### src/logic/ermds_pkg.sv
// constants of the expansion register map and device setting
package ermds_pkg;
	localparam int          ADDR_W          = 12;
	localparam int          REG_COUNT       = 10;
	// printed offsets kept as word indices; bus byte address is four times the index
	localparam logic [9:0]  IDX_DEV_SET     = 10'h000;
	localparam logic [9:0]  IDX_ENV1        = 10'h002;
	localparam logic [9:0]  IDX_ENV2        = 10'h004;
	localparam logic [9:0]  IDX_GPORT       = 10'h006;
	localparam logic [9:0]  IDX_RTC         = 10'h008;
	localparam logic [9:0]  IDX_SH0         = 10'h00C;
	localparam logic [9:0]  IDX_SH1         = 10'h00E;
	localparam logic [9:0]  IDX_SHS         = 10'h010;
	localparam logic [9:0]  IDX_BCS         = 10'h012;
	localparam logic [9:0]  IDX_IDC         = 10'h014;
	localparam logic [9:0]  IDX_RESERVED    = 10'h016;
	localparam logic [9:0]  IDX_OP_CMD      = 10'h040;
	localparam logic [9:0]  IDX_SYS_STAT    = 10'h041;
	// device setting fields
	localparam int          DEVNUM_LSB      = 0;
	localparam int          DEVNUM_W        = 6;
	localparam int          FIXED0_BIT      = 6;
	localparam int          MODE_BIT        = 7;
	localparam int          SEL_LSB         = 8;
	localparam int          SEL_W           = 5;
	localparam int          VCNT_LSB        = 13;
	localparam int          VCNT_W          = 3;
	localparam logic [15:0] DEV_WR_MASK     = 16'hFFBF;
	// system status fields
	localparam int          STAT_BUSY_BIT   = 0;
	localparam int          STAT_REFUSE_BIT = 1;
	// reset values
	localparam logic [15:0] REG16_RST       = 16'h0000;
	localparam logic [15:0] DEV_SET_RST     = 16'h0000;
	localparam logic [31:0] PORT_IN_RST     = 32'h0000_0001;
	localparam logic [31:0] PORT_ACT_RST    = 32'h0000_000F;
	// port attribute and communication stop command
	localparam int          PORT_COUNT      = 32;
	localparam logic [4:0]  SEL_CLAMP       = 5'h0F;
	localparam logic [7:0]  CMD_COMM_STOP   = 8'h11;
	// arbitrary identification value
	localparam logic [15:0] ID_CODE_DEF     = 16'hA5C3;
	// relative time counter tick
	localparam int          CLK_PERIOD_NS   = 50;
	localparam int          TICK_TIME_NS    = 1000;
	localparam int          TICK_CYCLES     = TICK_TIME_NS / CLK_PERIOD_NS;
endpackage : ermds_pkg

### src/logic/ermds_cfg_if.sv
// device setting fields and decoded port attributes between register map and decoder
`timescale 1ns/1ps
interface ermds_cfg_if;
	logic [5:0]  devnum;
	logic [2:0]  vcnt;
	logic [4:0]  attr_sel;
	logic [31:0] port_input;
	logic [31:0] port_active;
	modport reg_side (output devnum, output vcnt, output attr_sel, input port_input,
		input port_active);
	modport dec_side (input devnum, input vcnt, input attr_sel, output port_input,
		output port_active);
endinterface : ermds_cfg_if

### src/logic/ermds_port_attr.sv
// port attribute decoder: selector and virtual count to per-port direction
`timescale 1ns/1ps
module ermds_port_attr
	import ermds_pkg::*;
(
	input  wire logic       clk,
	input  wire logic       reset_n,
	ermds_cfg_if.dec_side   cfg
);
	typedef struct packed {
		logic [31:0] port_input;
		logic [31:0] port_active;
	} ermds_attr_t;

	ermds_attr_t s_reg;
	ermds_attr_t s_next;
	logic [4:0]  last_in;
	logic [5:0]  limit;
	logic [31:0] in_c;
	logic [31:0] act_c;

	// selectors above 01111b behave as 01111b
	assign last_in = cfg.attr_sel[4] ? SEL_CLAMP : cfg.attr_sel;
	// four byte ports per device, own device plus virtual ones
	assign limit = {4'(4'(cfg.vcnt) + 4'd1), 2'b00};

	for (genvar i = 0; i < PORT_COUNT; i++) begin : g_port
		// first n+1 ports input, beyond the configured devices ignored
		assign in_c[i]  = (5'(i) <= last_in) && (6'(i) < limit);
		assign act_c[i] = 6'(i) < limit;
	end

	always_comb begin
		s_next = s_reg;
		s_next.port_input = in_c;
		s_next.port_active = act_c;
	end

	always_ff @(posedge clk or negedge reset_n) begin
		if (!reset_n) begin
			s_reg.port_input <= PORT_IN_RST;
			s_reg.port_active <= PORT_ACT_RST;
		end else begin
			s_reg <= s_next;
		end
	end

	assign cfg.port_input = s_reg.port_input;
	assign cfg.port_active = s_reg.port_active;
endmodule // ermds_port_attr

### src/logic/ermds_time_ctr.sv
// free running relative time counter with divided tick
`timescale 1ns/1ps
module ermds_time_ctr
	import ermds_pkg::*;
#(
	parameter int TICKS = TICK_CYCLES
) (
	input  wire logic        clk,
	input  wire logic        reset_n,
	output logic [31:0]      count
);
	typedef struct packed {
		logic [15:0] div;
		logic [31:0] count;
	} ermds_tmr_t;

	ermds_tmr_t s_reg;
	ermds_tmr_t s_next;

	always_comb begin
		s_next = s_reg;
		if (s_reg.div == 16'(TICKS - 1)) begin
			s_next.div = 16'h0000;
			s_next.count = s_reg.count + 32'h0000_0001;
		end else begin
			s_next.div = s_reg.div + 16'h0001;
		end
	end

	always_ff @(posedge clk or negedge reset_n) begin
		if (!reset_n) begin
			s_reg <= '0;
		end else begin
			s_reg <= s_next;
		end
	end

	assign count = s_reg.count;
endmodule // ermds_time_ctr

### src/logic/ermds_top.sv
// What this block does
// - ten registers, offsets 0 to 20, step two, none at 10
// - time counter four bytes, others two
// - device setting writes ignored while busy
// - bits 5:0 device number, bit 6 zero
// - bit 7 picks message or monitor mode
// - bits 12:8 port attribute selector, all values
// - bits 15:13 virtual device count, consecutive
// - selector n makes first n+1 ports input
// - ports beyond configured devices are ignored
// - selectors 10000b up behave as 01111b
// - first port always input
// - input ports answer, output ports take requests
//
// Register access over APB is this design's own decision.
`timescale 1ns/1ps
module ermds_top
	import ermds_pkg::*;
#(
	parameter int          TICKS   = TICK_CYCLES,
	parameter logic [15:0] ID_CODE = ID_CODE_DEF
) (
	input  wire logic                REF_CLK,
	input  wire logic                RESET_N,
	input  wire logic                PSEL,
	input  wire logic                PENABLE,
	input  wire logic                PWRITE,
	input  wire logic [ADDR_W-1:0]   PADDR,
	input  wire logic [31:0]         PWDATA,
	input  wire logic [3:0]          PSTRB,
	output logic                     PREADY,
	output logic [31:0]              PRDATA,
	output logic                     PSLVERR,
	input  wire logic                SYS_BUSY,
	output logic                     OP_CMD_STROBE,
	output logic [7:0]               OP_CMD_CODE,
	output logic [5:0]               DEVICE_NUMBER,
	output logic                     MONITOR_MODE,
	output logic [4:0]               PORT_ATTR_SEL,
	output logic [2:0]               VIRTUAL_COUNT,
	output logic [31:0]              PORT_INPUT,
	output logic [31:0]              PORT_ACTIVE
);
	typedef struct packed {
		logic [15:0] dev;
		logic [15:0] env1;
		logic [15:0] env2;
		logic [15:0] gport;
		logic [15:0] sh0;
		logic [15:0] sh1;
		logic [15:0] shs;
		logic [15:0] bcs;
		logic        busy_s1;
		logic        busy_s2;
		logic        pready;
		logic [31:0] prdata;
		logic        pslverr;
		logic        wr_ok;
		logic        refused;
		logic        cmd_strobe;
		logic [7:0]  cmd_code;
	} ermds_main_t;

	ermds_main_t s_reg;
	ermds_main_t s_next;
	logic [31:0] rtc_count;
	logic [9:0]  idx;
	logic        aligned;
	logic        mapped;
	logic        dev_hit;
	logic        ro_hit;
	logic        stat_hit;
	logic        setup;
	logic        access;
	logic        locked;
	logic [31:0] rd_word;

	ermds_cfg_if cfg ();

	ermds_port_attr u_port_attr (
		.clk     (REF_CLK),
		.reset_n (RESET_N),
		.cfg     (cfg.dec_side)
	);

	ermds_time_ctr #(
		.TICKS   (TICKS)
	) u_time_ctr (
		.clk     (REF_CLK),
		.reset_n (RESET_N),
		.count   (rtc_count)
	);

	// merge a byte-lane write into a 16-bit register
	function automatic logic [15:0] merge16(
		input logic [15:0] old,
		input logic [31:0] wdata,
		input logic [3:0]  strb
	);
		logic [15:0] res;
		res = old;
		if (strb[0]) begin
			res[7:0] = wdata[7:0];
		end
		if (strb[1]) begin
			res[15:8] = wdata[15:8];
		end
		return res;
	endfunction

	assign idx = PADDR[ADDR_W-1:2];
	assign aligned = PADDR[1:0] == 2'b00;
	assign setup = PSEL && !PENABLE;
	assign access = PSEL && PENABLE && s_reg.pready;
	assign locked = s_reg.busy_s2;

	// address decode: the ten words plus command and status
	always_comb begin
		mapped = aligned;
		dev_hit = 1'b0;
		ro_hit = 1'b0;
		stat_hit = 1'b0;
		rd_word = 32'h0000_0000;
		if (idx == IDX_DEV_SET) begin
			dev_hit = 1'b1;
			rd_word = {16'h0000, s_reg.dev};
		end else if (idx == IDX_ENV1) begin
			rd_word = {16'h0000, s_reg.env1};
		end else if (idx == IDX_ENV2) begin
			rd_word = {16'h0000, s_reg.env2};
		end else if (idx == IDX_GPORT) begin
			rd_word = {16'h0000, s_reg.gport};
		end else if (idx == IDX_RTC) begin
			ro_hit = 1'b1;
			rd_word = rtc_count;
		end else if (idx == IDX_SH0) begin
			rd_word = {16'h0000, s_reg.sh0};
		end else if (idx == IDX_SH1) begin
			rd_word = {16'h0000, s_reg.sh1};
		end else if (idx == IDX_SHS) begin
			rd_word = {16'h0000, s_reg.shs};
		end else if (idx == IDX_BCS) begin
			rd_word = {16'h0000, s_reg.bcs};
		end else if (idx == IDX_IDC) begin
			ro_hit = 1'b1;
			rd_word = {16'h0000, ID_CODE};
		end else if (idx == IDX_OP_CMD) begin
			rd_word = {24'h00_0000, s_reg.cmd_code};
		end else if (idx == IDX_SYS_STAT) begin
			stat_hit = 1'b1;
			rd_word[STAT_BUSY_BIT] = s_reg.busy_s2;
			rd_word[STAT_REFUSE_BIT] = s_reg.refused;
		end else begin
			// every unlisted word, such as the gap at 10 or space from offset 22 up other than command and status, answers with an error
			mapped = 1'b0;
		end
		if (!aligned) begin
			mapped = 1'b0;
		end
	end

	always_comb begin
		s_next = s_reg;
		s_next.busy_s1 = SYS_BUSY;
		s_next.busy_s2 = s_reg.busy_s1;
		s_next.cmd_strobe = 1'b0;
		s_next.pready = setup;
		if (setup) begin
			s_next.prdata = (mapped && !PWRITE) ? rd_word : 32'h0000_0000;
			// a refused setting write is reported, the register keeps its value
			s_next.pslverr = !mapped || (PWRITE && dev_hit && locked);
			// read-only words take the write silently without side effect
			s_next.wr_ok = PWRITE && mapped && !ro_hit && !(dev_hit && locked);
			if (PWRITE && mapped && dev_hit && locked) begin
				s_next.refused = 1'b1;
			end
		end
		if (access && s_reg.wr_ok) begin
			if (idx == IDX_DEV_SET) begin
				// bit 6 stays zero whatever is written
				s_next.dev = merge16(s_reg.dev, PWDATA, PSTRB) & DEV_WR_MASK;
			end else if (idx == IDX_ENV1) begin
				s_next.env1 = merge16(s_reg.env1, PWDATA, PSTRB);
			end else if (idx == IDX_ENV2) begin
				s_next.env2 = merge16(s_reg.env2, PWDATA, PSTRB);
			end else if (idx == IDX_GPORT) begin
				s_next.gport = merge16(s_reg.gport, PWDATA, PSTRB);
			end else if (idx == IDX_SH0) begin
				s_next.sh0 = merge16(s_reg.sh0, PWDATA, PSTRB);
			end else if (idx == IDX_SH1) begin
				s_next.sh1 = merge16(s_reg.sh1, PWDATA, PSTRB);
			end else if (idx == IDX_SHS) begin
				s_next.shs = merge16(s_reg.shs, PWDATA, PSTRB);
			end else if (idx == IDX_BCS) begin
				s_next.bcs = merge16(s_reg.bcs, PWDATA, PSTRB);
			end else if (idx == IDX_OP_CMD) begin
				if (PSTRB[0]) begin
					s_next.cmd_code = PWDATA[7:0];
					s_next.cmd_strobe = 1'b1;
				end
			end else if (stat_hit) begin
				// a refusal in the same cycle as the clear still sets the flag
				if (PSTRB[0] && PWDATA[STAT_REFUSE_BIT] && !(setup && s_next.refused)) begin
					s_next.refused = 1'b0;
				end
			end
		end
	end

	always_ff @(posedge REF_CLK or negedge RESET_N) begin
		if (!RESET_N) begin
			s_reg <= '0;
			s_reg.dev <= DEV_SET_RST;
			s_reg.env1 <= REG16_RST;
			s_reg.env2 <= REG16_RST;
			s_reg.gport <= REG16_RST;
			s_reg.sh0 <= REG16_RST;
			s_reg.sh1 <= REG16_RST;
			s_reg.shs <= REG16_RST;
			s_reg.bcs <= REG16_RST;
		end else begin
			s_reg <= s_next;
		end
	end

	assign cfg.devnum = s_reg.dev[DEVNUM_LSB +: DEVNUM_W];
	assign cfg.attr_sel = s_reg.dev[SEL_LSB +: SEL_W];
	assign cfg.vcnt = s_reg.dev[VCNT_LSB +: VCNT_W];

	assign PREADY = s_reg.pready;
	assign PRDATA = s_reg.prdata;
	assign PSLVERR = s_reg.pslverr;
	assign OP_CMD_STROBE = s_reg.cmd_strobe;
	assign OP_CMD_CODE = s_reg.cmd_code;
	assign DEVICE_NUMBER = s_reg.dev[DEVNUM_LSB +: DEVNUM_W];
	assign MONITOR_MODE = s_reg.dev[MODE_BIT];
	assign PORT_ATTR_SEL = s_reg.dev[SEL_LSB +: SEL_W];
	assign VIRTUAL_COUNT = s_reg.dev[VCNT_LSB +: VCNT_W];
	// input ports return local data, output ports carry request data
	assign PORT_INPUT = cfg.port_input;
	assign PORT_ACTIVE = cfg.port_active;
endmodule // ermds_top

### config.mk
export PLATFORM = sky130hd
export DESIGN_NAME = ermds_top
export DESIGN_NICKNAME = d
export VERILOG_FILES = /design/src/logic/ermds_pkg.sv /design/src/logic/ermds_cfg_if.sv /design/src/logic/ermds_port_attr.sv /design/src/logic/ermds_time_ctr.sv /design/src/logic/ermds_top.sv
export SDC_FILE = /design/constraint.sdc
export NUM_CORES = 1
export LEC_CHECK = 0
export ABC_CLOCK_PERIOD_IN_PS = 3100
export BUFFER_PORTS_ARGS = -buffer_cell sky130_fd_sc_hd__buf_2
export CORE_ASPECT_RATIO = 1.4
export CORE_MARGIN = 2
export CORE_UTILIZATION = 35
export DETAILED_ROUTE_END_ITERATION = 8
export GPL_ROUTABILITY_DRIVEN = 1
export PLACE_DENSITY = 0.54
export SETUP_SLACK_MARGIN = 0.3
export SKIP_CTS_REPAIR_TIMING = 1
export SYNTH_ARGS = -nofsm -noshare
export SYNTH_HDL_FRONTEND = slang
export SYNTH_SLANG_ARGS = --single-unit
### constraint.sdc
create_clock -name REF_CLK -period 3.1 [get_ports REF_CLK]
set_input_delay 0.62 -clock REF_CLK [delete_from_list [all_inputs] [get_ports REF_CLK]]
set_output_delay 0.62 -clock REF_CLK [all_outputs]
set_load 0.01 [all_outputs]
==> results of run 1 <==
[cell usage in the layout, fill, tap and decap left out, types with 7 or more instances in the layout]
cell,instances
a21oi_1,55
a22o_1,20
a22oi_1,12
a2bb2oi_1,8
and3_1,10
buf_2,140
buf_4,55
clkbuf_16,27
clkinv_2,8
conb_1,16
dfrtp_1,244
inv_1,17
mux2_1,63
mux2_2,73
mux2i_1,15
nand2_1,83
nand2b_1,15
nand3_1,31
nand4_1,20
nor2_1,65
nor3_1,11
o21ai_0,26
o21ai_1,7
o22ai_1,12
or3_1,8
xnor2_1,37
xor2_1,10
[where the power goes]
part	internal (mW)	switching [mW]
combinational	0.0826	0.248
clock	2.03	1.34
sequential	3.21	0.00166
[per-stage QoR]
step                      total power, mW  cells    util
after CTS                           7.000   1676  0.4103
after global routing                7.164   1678  0.4106
after global placement              3.603   1627  0.3831
after detailed placement            3.605   1627  0.3831
final                               6.910   1678  0.4106
after floorplan                     3.413   1115       -
[logic make-up after synthesis]
group           Yosys count
mux                     151
xor+xnor                 47
buf+inv                 155
fa+ha+maj                 3
flops                   246
simple gates            301
other cells               1
compound gates          196
[how the worst max path moves through the flow]
stage,startpoint,endpoint,slack [ns]
after floorplan,PADDR[2],OP_CMD_CODE[1],0.76
after global placement,PADDR[4],PRDATA[3],0.07
after detailed placement,PADDR[4],PRDATA[3],0.07
after CTS,u_time_ctr.s_reg[32],u_time_ctr.count[20],0.45
after global routing,u_time_ctr.s_reg[32],u_time_ctr.count[29],0.35
final,u_time_ctr.s_reg[32],u_time_ctr.count[20],0.59
[per-layer routing]
layer,vias up,GRT usage
met1,4471,0.2351
met5,-,0
li1,4050,-
met3,61,0.02466
met2,247,0.3359
met4,2,0.07993
[area by class of cell]
type / instances / share of cell area
flip-flops and latches: 246 / 0.4382
clock buffers: 33 / 0.05252
well taps: 451 / 0.04015
multi-input cells: 714 / 0.3660
clock inverters: 16 / 0.01371
diodes: 2 / 0.0003561
inverters: 17 / 0.004540
repair buffers: 199 / 0.08457
==> impl_metrics.tcl, run 1 <==
set metrics [dict create \
    crit_family "simple AND/OR/NAND/NOR gates" \
    synthFlopType "dfrtp_1" \
    path_depth 7 \
    cp-start-kind "flop" \
    cellPowerDensity_nw_per_um2 491.6 \
    root_buffer "clkbuf_16" \
    yosys.area.top_type "dfrtp_1" \
    cap_violations 0 \
    top_layer "met5" \
    endpoint_kind "flop" \
    holdCritPathClass "input pin to async pin" \
    netlist_instances 1100 \
    synth_warnings 0 \
    grt_pass1_vias 8896 \
    cts_tree "yes" \
    p_leak_nw 6.903 \
    ant_nets 0 \
    reg2reg_from "u_time_ctr.s_reg[32]" \
    cts_htree_levels 1 \
    clk_latency_ns 0.55 \
    multi_input_area_um2 5144 \
    setup_ws_ns 0.5861 \
    seq_area_frac_synth 0.5047 \
    dr_wl_met3_um 1521 \
    ys_async_sr_fraction 1.000 \
    dieWidth_um 161.8 \
    drt-initial-drc-count 518 \
    critPathMaxFanout 8 \
    cts_buffers 27 \
    avgSynthCellArea_um2 11.09 \
    synthTopCellsByCount "244 x dfrtp_1, 95 x buf_4, 83 x nand2_1" \
    io-pin-count 176 \
    crit_buf_inv 0 \
    dpl.hpwl_um 25060 \
    yosys.area_share.simple 0.1329 \
    port_buffers 141 \
    finalNetCount 1262 \
    synth_top_family_by_area "multiplexers" \
    path_clk_slew_ns 0.06 \
    largest_reg_flops 114 \
    synth_seq_cells 246 \
    finalHoldViolations 0 \
    gp_congestion 0.9588 \
    dpl_cell_area_um2 13110 \
    crit_type "flop to flop" \
    synth_compound_area_frac 0.1085 \
    initial_core_util 0.3565 \
    clock-skew-final_ns 0.02516 \
    fillCellCount 3353 \
    tightest_slew_ns 0.6359 \
    fp.dieArea_um2 36400 \
    yosysMostFrequentCell "dfrtp_1" \
    crit_chain "ha_1 -> nor3b_1 -> nand4_2 -> or3_1 -> nor2_4 -> nand4_1 -> xnor2_1" \
    r2r_slack_ns 0.59 \
    pre_cts_slack_ns 0.06701 \
    via_per_inst 5.263 \
    fp-row-count 80 \
    cp_slowest_stage_delay_ns 0.59 \
    rsz0062_at_grt "false" \
    whs_ns 0.03842 \
    final_area_um2 14050 \
    status "complete, no violations" \
    num_vias 8831 \
    netlist_area_um2 12200 \
    yosys-mux-area-fraction 0.1378 \
    cp_slowest_cell "or3_1" \
    r2r_end "u_time_ctr.count[20]" \
    grt_pass1_wl_um 53620 \
    synth_edf_count 0 \
    critical_path_required_ns 3.52 \
    synth_top_area_frac 0.5004 \
    grt_antenna_before_repair 3 \
    synth_area_leaders "dfrtp_1 50%, mux2_2 6.7%, buf_4 5.8%" \
    ir_drop_mv 0.3230 \
    die_h_um 224.9 \
    timing.fmax_ghz 0.3978 \
    grt_start_max_net_pins 74 \
    synth-xor-area-share 0.03373 \
    setup_viol 0 \
    synthToLayoutAreaGrowth_pct 15.17 \
    cts_max_path_buffers 3 \
    cts_sinks 246 \
    fin_crit_ns 2.514 \
    track_usage 0.1908 \
    postRouteWirelength_um 34580 \
    wl_met1_um 14150 \
    synth-adder-area-share 0.003076 \
    report.final.slew_viol_count 0 \
    synthDistinctLibCells 73 \
    cp.arrival_ns 2.93 \
    drive_gt1_frac 0.2857 \
    worstRegToRegCells 7 \
    dr.pass1.iters 4 \
    wl_per_cell_um 20.61 \
    seq_area_um2 6158 \
    core_um2 34230 \
    wl_met2_um 17610 \
    fin_crit_sh 0.8109 \
    route.detailed.drc 0 \
    fin_setup_tns_ns 0 \
    gr-total-overflow 0 \
    slew_headroom 0.5760 \
]
Power figures use the tool's default switching activity.
==> run 2, diff against run 1 <==
- ABC_CLOCK_PERIOD_IN_PS: 3100 -> 2600
- clock period: 3.1 -> 2.6 ns (I/O delays scaled with it)
==> run 2 against run 1 <==
  * Die area did not move
  * Total power grew 16%
  * Core utilization is 0.90 points higher
  * Clock skew grew 0.0034 ns
  * Via count rose by 1.8%
  * Combinational power is 28% higher
  * Worst setup slack worse by 0.13 ns
  * Sequential share of layout area decreased by 0.94 points
  * Non-clock buffer count rose by 34
  * Final cell count is 1.7% higher
==> impl_metrics.tcl, run 2 (synthesis gave the netlist of run 1 again) <==
set metrics [dict create \
    status "complete, no violations" \
    fin_crit_sh 0.8235 \
    synthToLayoutAreaGrowth_pct 17.70 \
    cts_sinks 246 \
    combPwrFrac 0.053 \
    critPathLaunch "PADDR[7]" \
    grt_antenna_before_repair 0 \
    cts_tree "yes" \
    clock-skew-final_ns 0.02858 \
    r2r_slack_ns 0.51 \
    gr-total-overflow 0 \
    grt_start_max_net_pins 72 \
    fp-row-count 80 \
    wl_met1_um 14120 \
    cap_violations 0 \
    seq_area_um2 6158 \
    fp.dieArea_um2 36400 \
    r2r_end "u_time_ctr.count[28]" \
    reg2reg_from "u_time_ctr.s_reg[43]" \
    ant_nets 0 \
    endpoint_kind "flop" \
    root_buffer "clkbuf_16" \
    cp.arrival_ns 2.62 \
    clk_latency_ns 0.56 \
    layout.cells.non_filler 1706 \
    fin_setup_tns_ns 0 \
    p_int_mw 6.140 \
    port_buffers 141 \
    via_per_inst 5.270 \
    track_usage 0.1922 \
    dr.pass1.iters 5 \
    report.final.slew_viol_count 0 \
    finalNetCount 1295 \
    drt-initial-drc-count 502 \
    p_switching_mw 1.854 \
    largest_reg_flops 114 \
    io-pin-count 176 \
    fillCellCount 3368 \
    cellPowerDensity_nw_per_um2 556.6 \
    p_leak_nw 7.064 \
    route.detailed.drc 0 \
    initial_core_util 0.3565 \
    critical_path_required_ns 3.08 \
    cts_buffers 26 \
    rsz0062_at_grt "false" \
    grt_pass1_wl_um 53810 \
    layout_common_cells "244 x dfrtp_1, 140 x buf_2, 83 x nand2_1" \
    drive_gt1_frac 0.3044 \
    finalHoldViolations 0 \
    dieWidth_um 161.8 \
    wl_per_cell_um 20.48 \
    gp_congestion 0.9519 \
    dr_wl_met3_um 1470 \
    top_layer "met4" \
    grt_pass1_vias 9084 \
    die_h_um 224.9 \
    ir_drop_mv 0.4461 \
    final_common_cell "dfrtp_1" \
    dpl.hpwl_um 25850 \
    core_um2 34230 \
    cp-start-kind "input pin" \
    postRouteWirelength_um 34940 \
    wl_met2_um 17950 \
    cts_max_path_buffers 3 \
    tightest_slew_ns 0.6097 \
    post-place-cells 1660 \
    crit_type "input pin to flop" \
    num_vias 8990 \
    worstRegToRegCells 6 \
    holdCritPathClass "input pin to flop" \
    power_frac_clock 0.468 \
    power_frac_seq 0.479 \
    p_sw_frac 0.2319 \
    path_clk_slew_ns 0.06 \
    setup_viol 0 \
    critPathCapture "PRDATA[3]" \
    cts_htree_levels 1 \
    fin_crit_ns 2.141 \
    slew_headroom 0.5935 \
    critPathMaxFanout 8 \
    num_antenna_cells 0 \
    multi_input_area_um2 5169 \
    timing.fmax_ghz 0.4671 \
]
-- run 2: cell types whose count changed in the layout (fill, tap and decap cells not counted), moves of 3 or more --
cell / before / now
bufinv_16: 4 / 1
clkinv_2: 8 / 4
buf_12: 3 / 11
clkbuf_8: 4 / 7
buf_4: 55 / 80
-- run 2: layout make-up --
class	instances	area share
clock buffers	37	0.05453
clock inverters	8	0.005401
inverters	17	0.004443
multi-input cells	714	0.3599
flip-flops and latches	246	0.4288
well taps	451	0.03929
repair buffers	233	0.1077
-- run 2: worst min path at each step --
stage / startpoint / to / slack [ns] / cells after the start
3_5_place_dp: s_next[45] / locked / 0.34 / 0
4_1_cts: RESET_N / s_reg[93] / -0.02 / 1
6_report: SYS_BUSY / s_next[45] / 0.09 / 1
3_3_place_gp: s_next[45] / locked / 0.34 / 0
2_1_floorplan: RESET_N / DEVICE_NUMBER[0] / 0.22 / 0
5_1_grt: SYS_BUSY / s_next[45] / 0.08 / 1
-- run 2: worst max-delay path, cell delays in order --
cell and delay [ns]:
buf_2 0.14, or4_1 0.52, buf_4 0.21, nor4_2 0.35
a2111oi_0 0.13, a2111oi_1 0.47, buf_4 0.19, a21o_1 0.07
-- run 2: power by group through the flow --
stage | Clock [mW] | Combinational, mW | Sequential (mW)
final | 3.74 | 0.423 | 3.83
after global routing | 4.00 | 0.464 | 3.83
after CTS | 3.84 | 0.427 | 3.83
after detailed placement | 0 | 0.426 | 3.90
after global placement | 0 | 0.422 | 3.90
after floorplan | 0 | 0.166 | 3.90
-- run 2: per-stage QoR --
| step | hold WS, ns | utilization | total power, mW | area [µm²] | setup WS (ns) |
|---|---|---|---|---|---|
| after floorplan | 0.2244 | - | 4.070 | 12260 | 0.3564 |
| after global placement | 0.3392 | 0.3932 | 4.324 | 13460 | -0.2797 |
| after detailed placement | 0.3402 | 0.3932 | 4.329 | 13460 | -0.2179 |
| after CTS | -0.02433 | 0.4184 | 8.102 | 14320 | 0.2633 |
| after global routing | 0.07722 | 0.4196 | 8.296 | 14360 | 0.3024 |
| final | 0.08523 | 0.4196 | 7.994 | 14360 | 0.4590 |
-- run 2: routing by layer --
layer / vias to the layer above / track usage
met1: 4541 / 0.2303
met5: - / 0
li1: 4103 / -
met3: 80 / 0.02135
met4: 0 / 0.08364
met2: 266 / 0.3470
==> run 3, diff against run 2 <==
- ABC_CLOCK_PERIOD_IN_PS: 2600 -> 2100
- clock period: 2.6 -> 2.1 ns (I/O delays scaled with it)
==> run 3 against run 2 <==
  * Global-route usage rose by 0.88 points
  * Sequential share of layout area fell by 4.1 points
  * Register-to-register slack got worse by 0.37 ns
  * Sequential power rose by 24%
  * Clock skew fell by 0.0063 ns
  * First-iteration DRC count fell by 4.2%
  * Clock power rose by 29%
  * Sequential cell count did not move
  * Non-clock buffer count rose by 94
  * Worst hold slack improved by 0.14 ns
  * Largest cell class unchanged
==> impl_metrics.tcl, run 3 (synthesis gave the netlist of run 1 again) <==
set metrics [dict create \
    crit_type "flop to flop" \
    worstRegToRegCells 7 \
    timing.fmax_ghz 0.5106 \
    dieWidth_um 161.8 \
    layout.cells.non_filler 1802 \
    critPathLaunch "u_time_ctr.s_reg[47]" \
    combPwrFrac 0.060 \
    route.detailed.drc 0 \
    cp_slowest_stage_delay_ns 0.40 \
    dpl_cell_area_um2 14540 \
    endpoint_kind "flop" \
    p_int_mw 7.833 \
    r2r_slack_ns 0.14 \
    cts_htree_levels 1 \
    ant_nets 0 \
    postRouteWirelength_um 37210 \
    report.final.slew_viol_count 0 \
    r2r_end "u_time_ctr.count[28]" \
    cp-start-kind "flop" \
    fin_crit_ns 1.959 \
    rsz0062_at_grt "true" \
    num_vias 9294 \
    power_frac_clock 0.475 \
    ir_drop_mv 0.5005 \
    finalHoldViolations 0 \
    layout_common_cells "242 x dfrtp_1, 152 x buf_4, 139 x buf_2" \
    gp_congestion 0.9105 \
    cts_tree "yes" \
    core_um2 34230 \
    wl_per_cell_um 20.65 \
    port_buffers 141 \
    cellPowerDensity_nw_per_um2 641.6 \
    crit_chain "nor4_2 -> buf_4 -> nand4_4 -> or3_4 -> nor2_4 -> nand4_1 -> xnor2_1" \
    power.total_mw 10.20 \
    post-place-cells 1736 \
    final_area_um2 15900 \
    cts_max_path_buffers 3 \
    largest_reg_flops 114 \
    root_buffer "clkbuf_16" \
    critPathMaxFanout 7 \
    gr-total-overflow 0 \
    cap_violations 0 \
    cts_sinks 246 \
    io-pin-count 176 \
    critical_path_required_ns 2.53 \
    min_path_cells 2 \
    fp-row-count 80 \
    drt-initial-drc-count 481 \
    drive_gt1_frac 0.4175 \
    cp.arrival_ns 2.39 \
    setup_viol 0 \
    grt_pass1_vias 9581 \
    fp.dieArea_um2 36400 \
    p_switching_mw 2.369 \
    clock-skew-final_ns 0.02233 \
    clk_latency_ns 0.55 \
    status "complete, no violations" \
    final_common_cell "dfrtp_1" \
    grt_pass1_wl_um 56490 \
    grt_start_max_net_pins 48 \
    via_per_inst 5.158 \
    synthToLayoutAreaGrowth_pct 30.30 \
    finalNetCount 1390 \
    die_h_um 224.9 \
    p_sw_frac 0.2322 \
    track_usage 0.2010 \
    power_frac_seq 0.465 \
    holdCritPathClass "input pin to flop" \
    dpl.hpwl_um 27550 \
    path_clk_slew_ns 0.06 \
    critPathCapture "u_time_ctr.count[28]" \
    grt_antenna_before_repair 0 \
    dr.pass1.iters 5 \
    cts_buffers 27 \
    reg2reg_from "u_time_ctr.s_reg[47]" \
    fin_crit_sh 0.9326 \
    initial_core_util 0.3565 \
    p_leak_nw 7.753 \
    num_antenna_cells 0 \
    cp_slowest_cell "dfrtp_1" \
]
==> run 3: changes by cell type in the layout (fill, tap and decap cells not counted), moves of 8 or more <==
cell	before	now
mux2_2	73	65
nor2_4	2	10
mux2_4	0	46
buf_4	80	152
mux2_1	63	25
buf_6	0	12
buf_12	11	19
nor2_1	65	53
==> run 3: metal layers <==
layer  wire (µm)  global-route usage  vias up
li1            -                   -     4297
met1       15050              0.2484     4694
met2       19570              0.3673      248
met3        1588             0.02061       55
met4        1001             0.06252        0
met5           0                   0        -
==> run 3: power groups by stage <==
stage	clock network [mW]	registers [mW]	logic, mW
3_3_place_gp	0	4.83	0.590
4_1_cts	4.96	4.74	0.595
2_1_floorplan	0	4.83	0.224
5_1_grt	5.14	4.74	0.668
3_5_place_dp	0	4.83	0.593
6_report	4.84	4.75	0.616
==> run 3: how the worst min path moves through the flow <==
stage,startpoint,endpoint,slack (ns)
after global placement,s_next[45],locked,0.33
after detailed placement,s_next[45],locked,0.35
after floorplan,RESET_N,DEVICE_NUMBER[0],0.12
final,PWDATA[3],OP_CMD_CODE[3],0.22
after CTS,RESET_N,s_reg[72],-0.20
after global routing,PWDATA[5],OP_CMD_CODE[5],0.24
==> run 3: layout make-up <==
type,instances,area (µm²)
fillers,3236,18330
flip-flops and latches,246,6161
clock inverters,8,127.6
inverters,17,63.81
multi-input cells,714,5796
repair buffers,327,2427
clock buffers,39,760.7
well taps,451,564.3
==> run 3: worst max-delay path, delay by kind of cell, from the launching register on <==
kind	cells	cell delay, ns
buffers and inverters	1	0.17
AND/OR/NAND/NOR	5	1.12
XOR/XNOR	1	0.14
flip-flops	1	0.40
==> run 3: per-stage QoR <==
step | TNS [ns] | util | hold slack, ns | setup WS (ns)
after global routing | 0 | 0.4645 | 0.2395 | 0.04798
after floorplan | -0.03197 | - | 0.1244 | -0.003197
after CTS | 0 | 0.4506 | -0.2044 | 0.04886
final | 0 | 0.4645 | 0.2223 | 0.1415
after global placement | -15.65 | 0.4247 | 0.3348 | -0.5294
after detailed placement | -17.36 | 0.4247 | 0.3496 | -0.4770
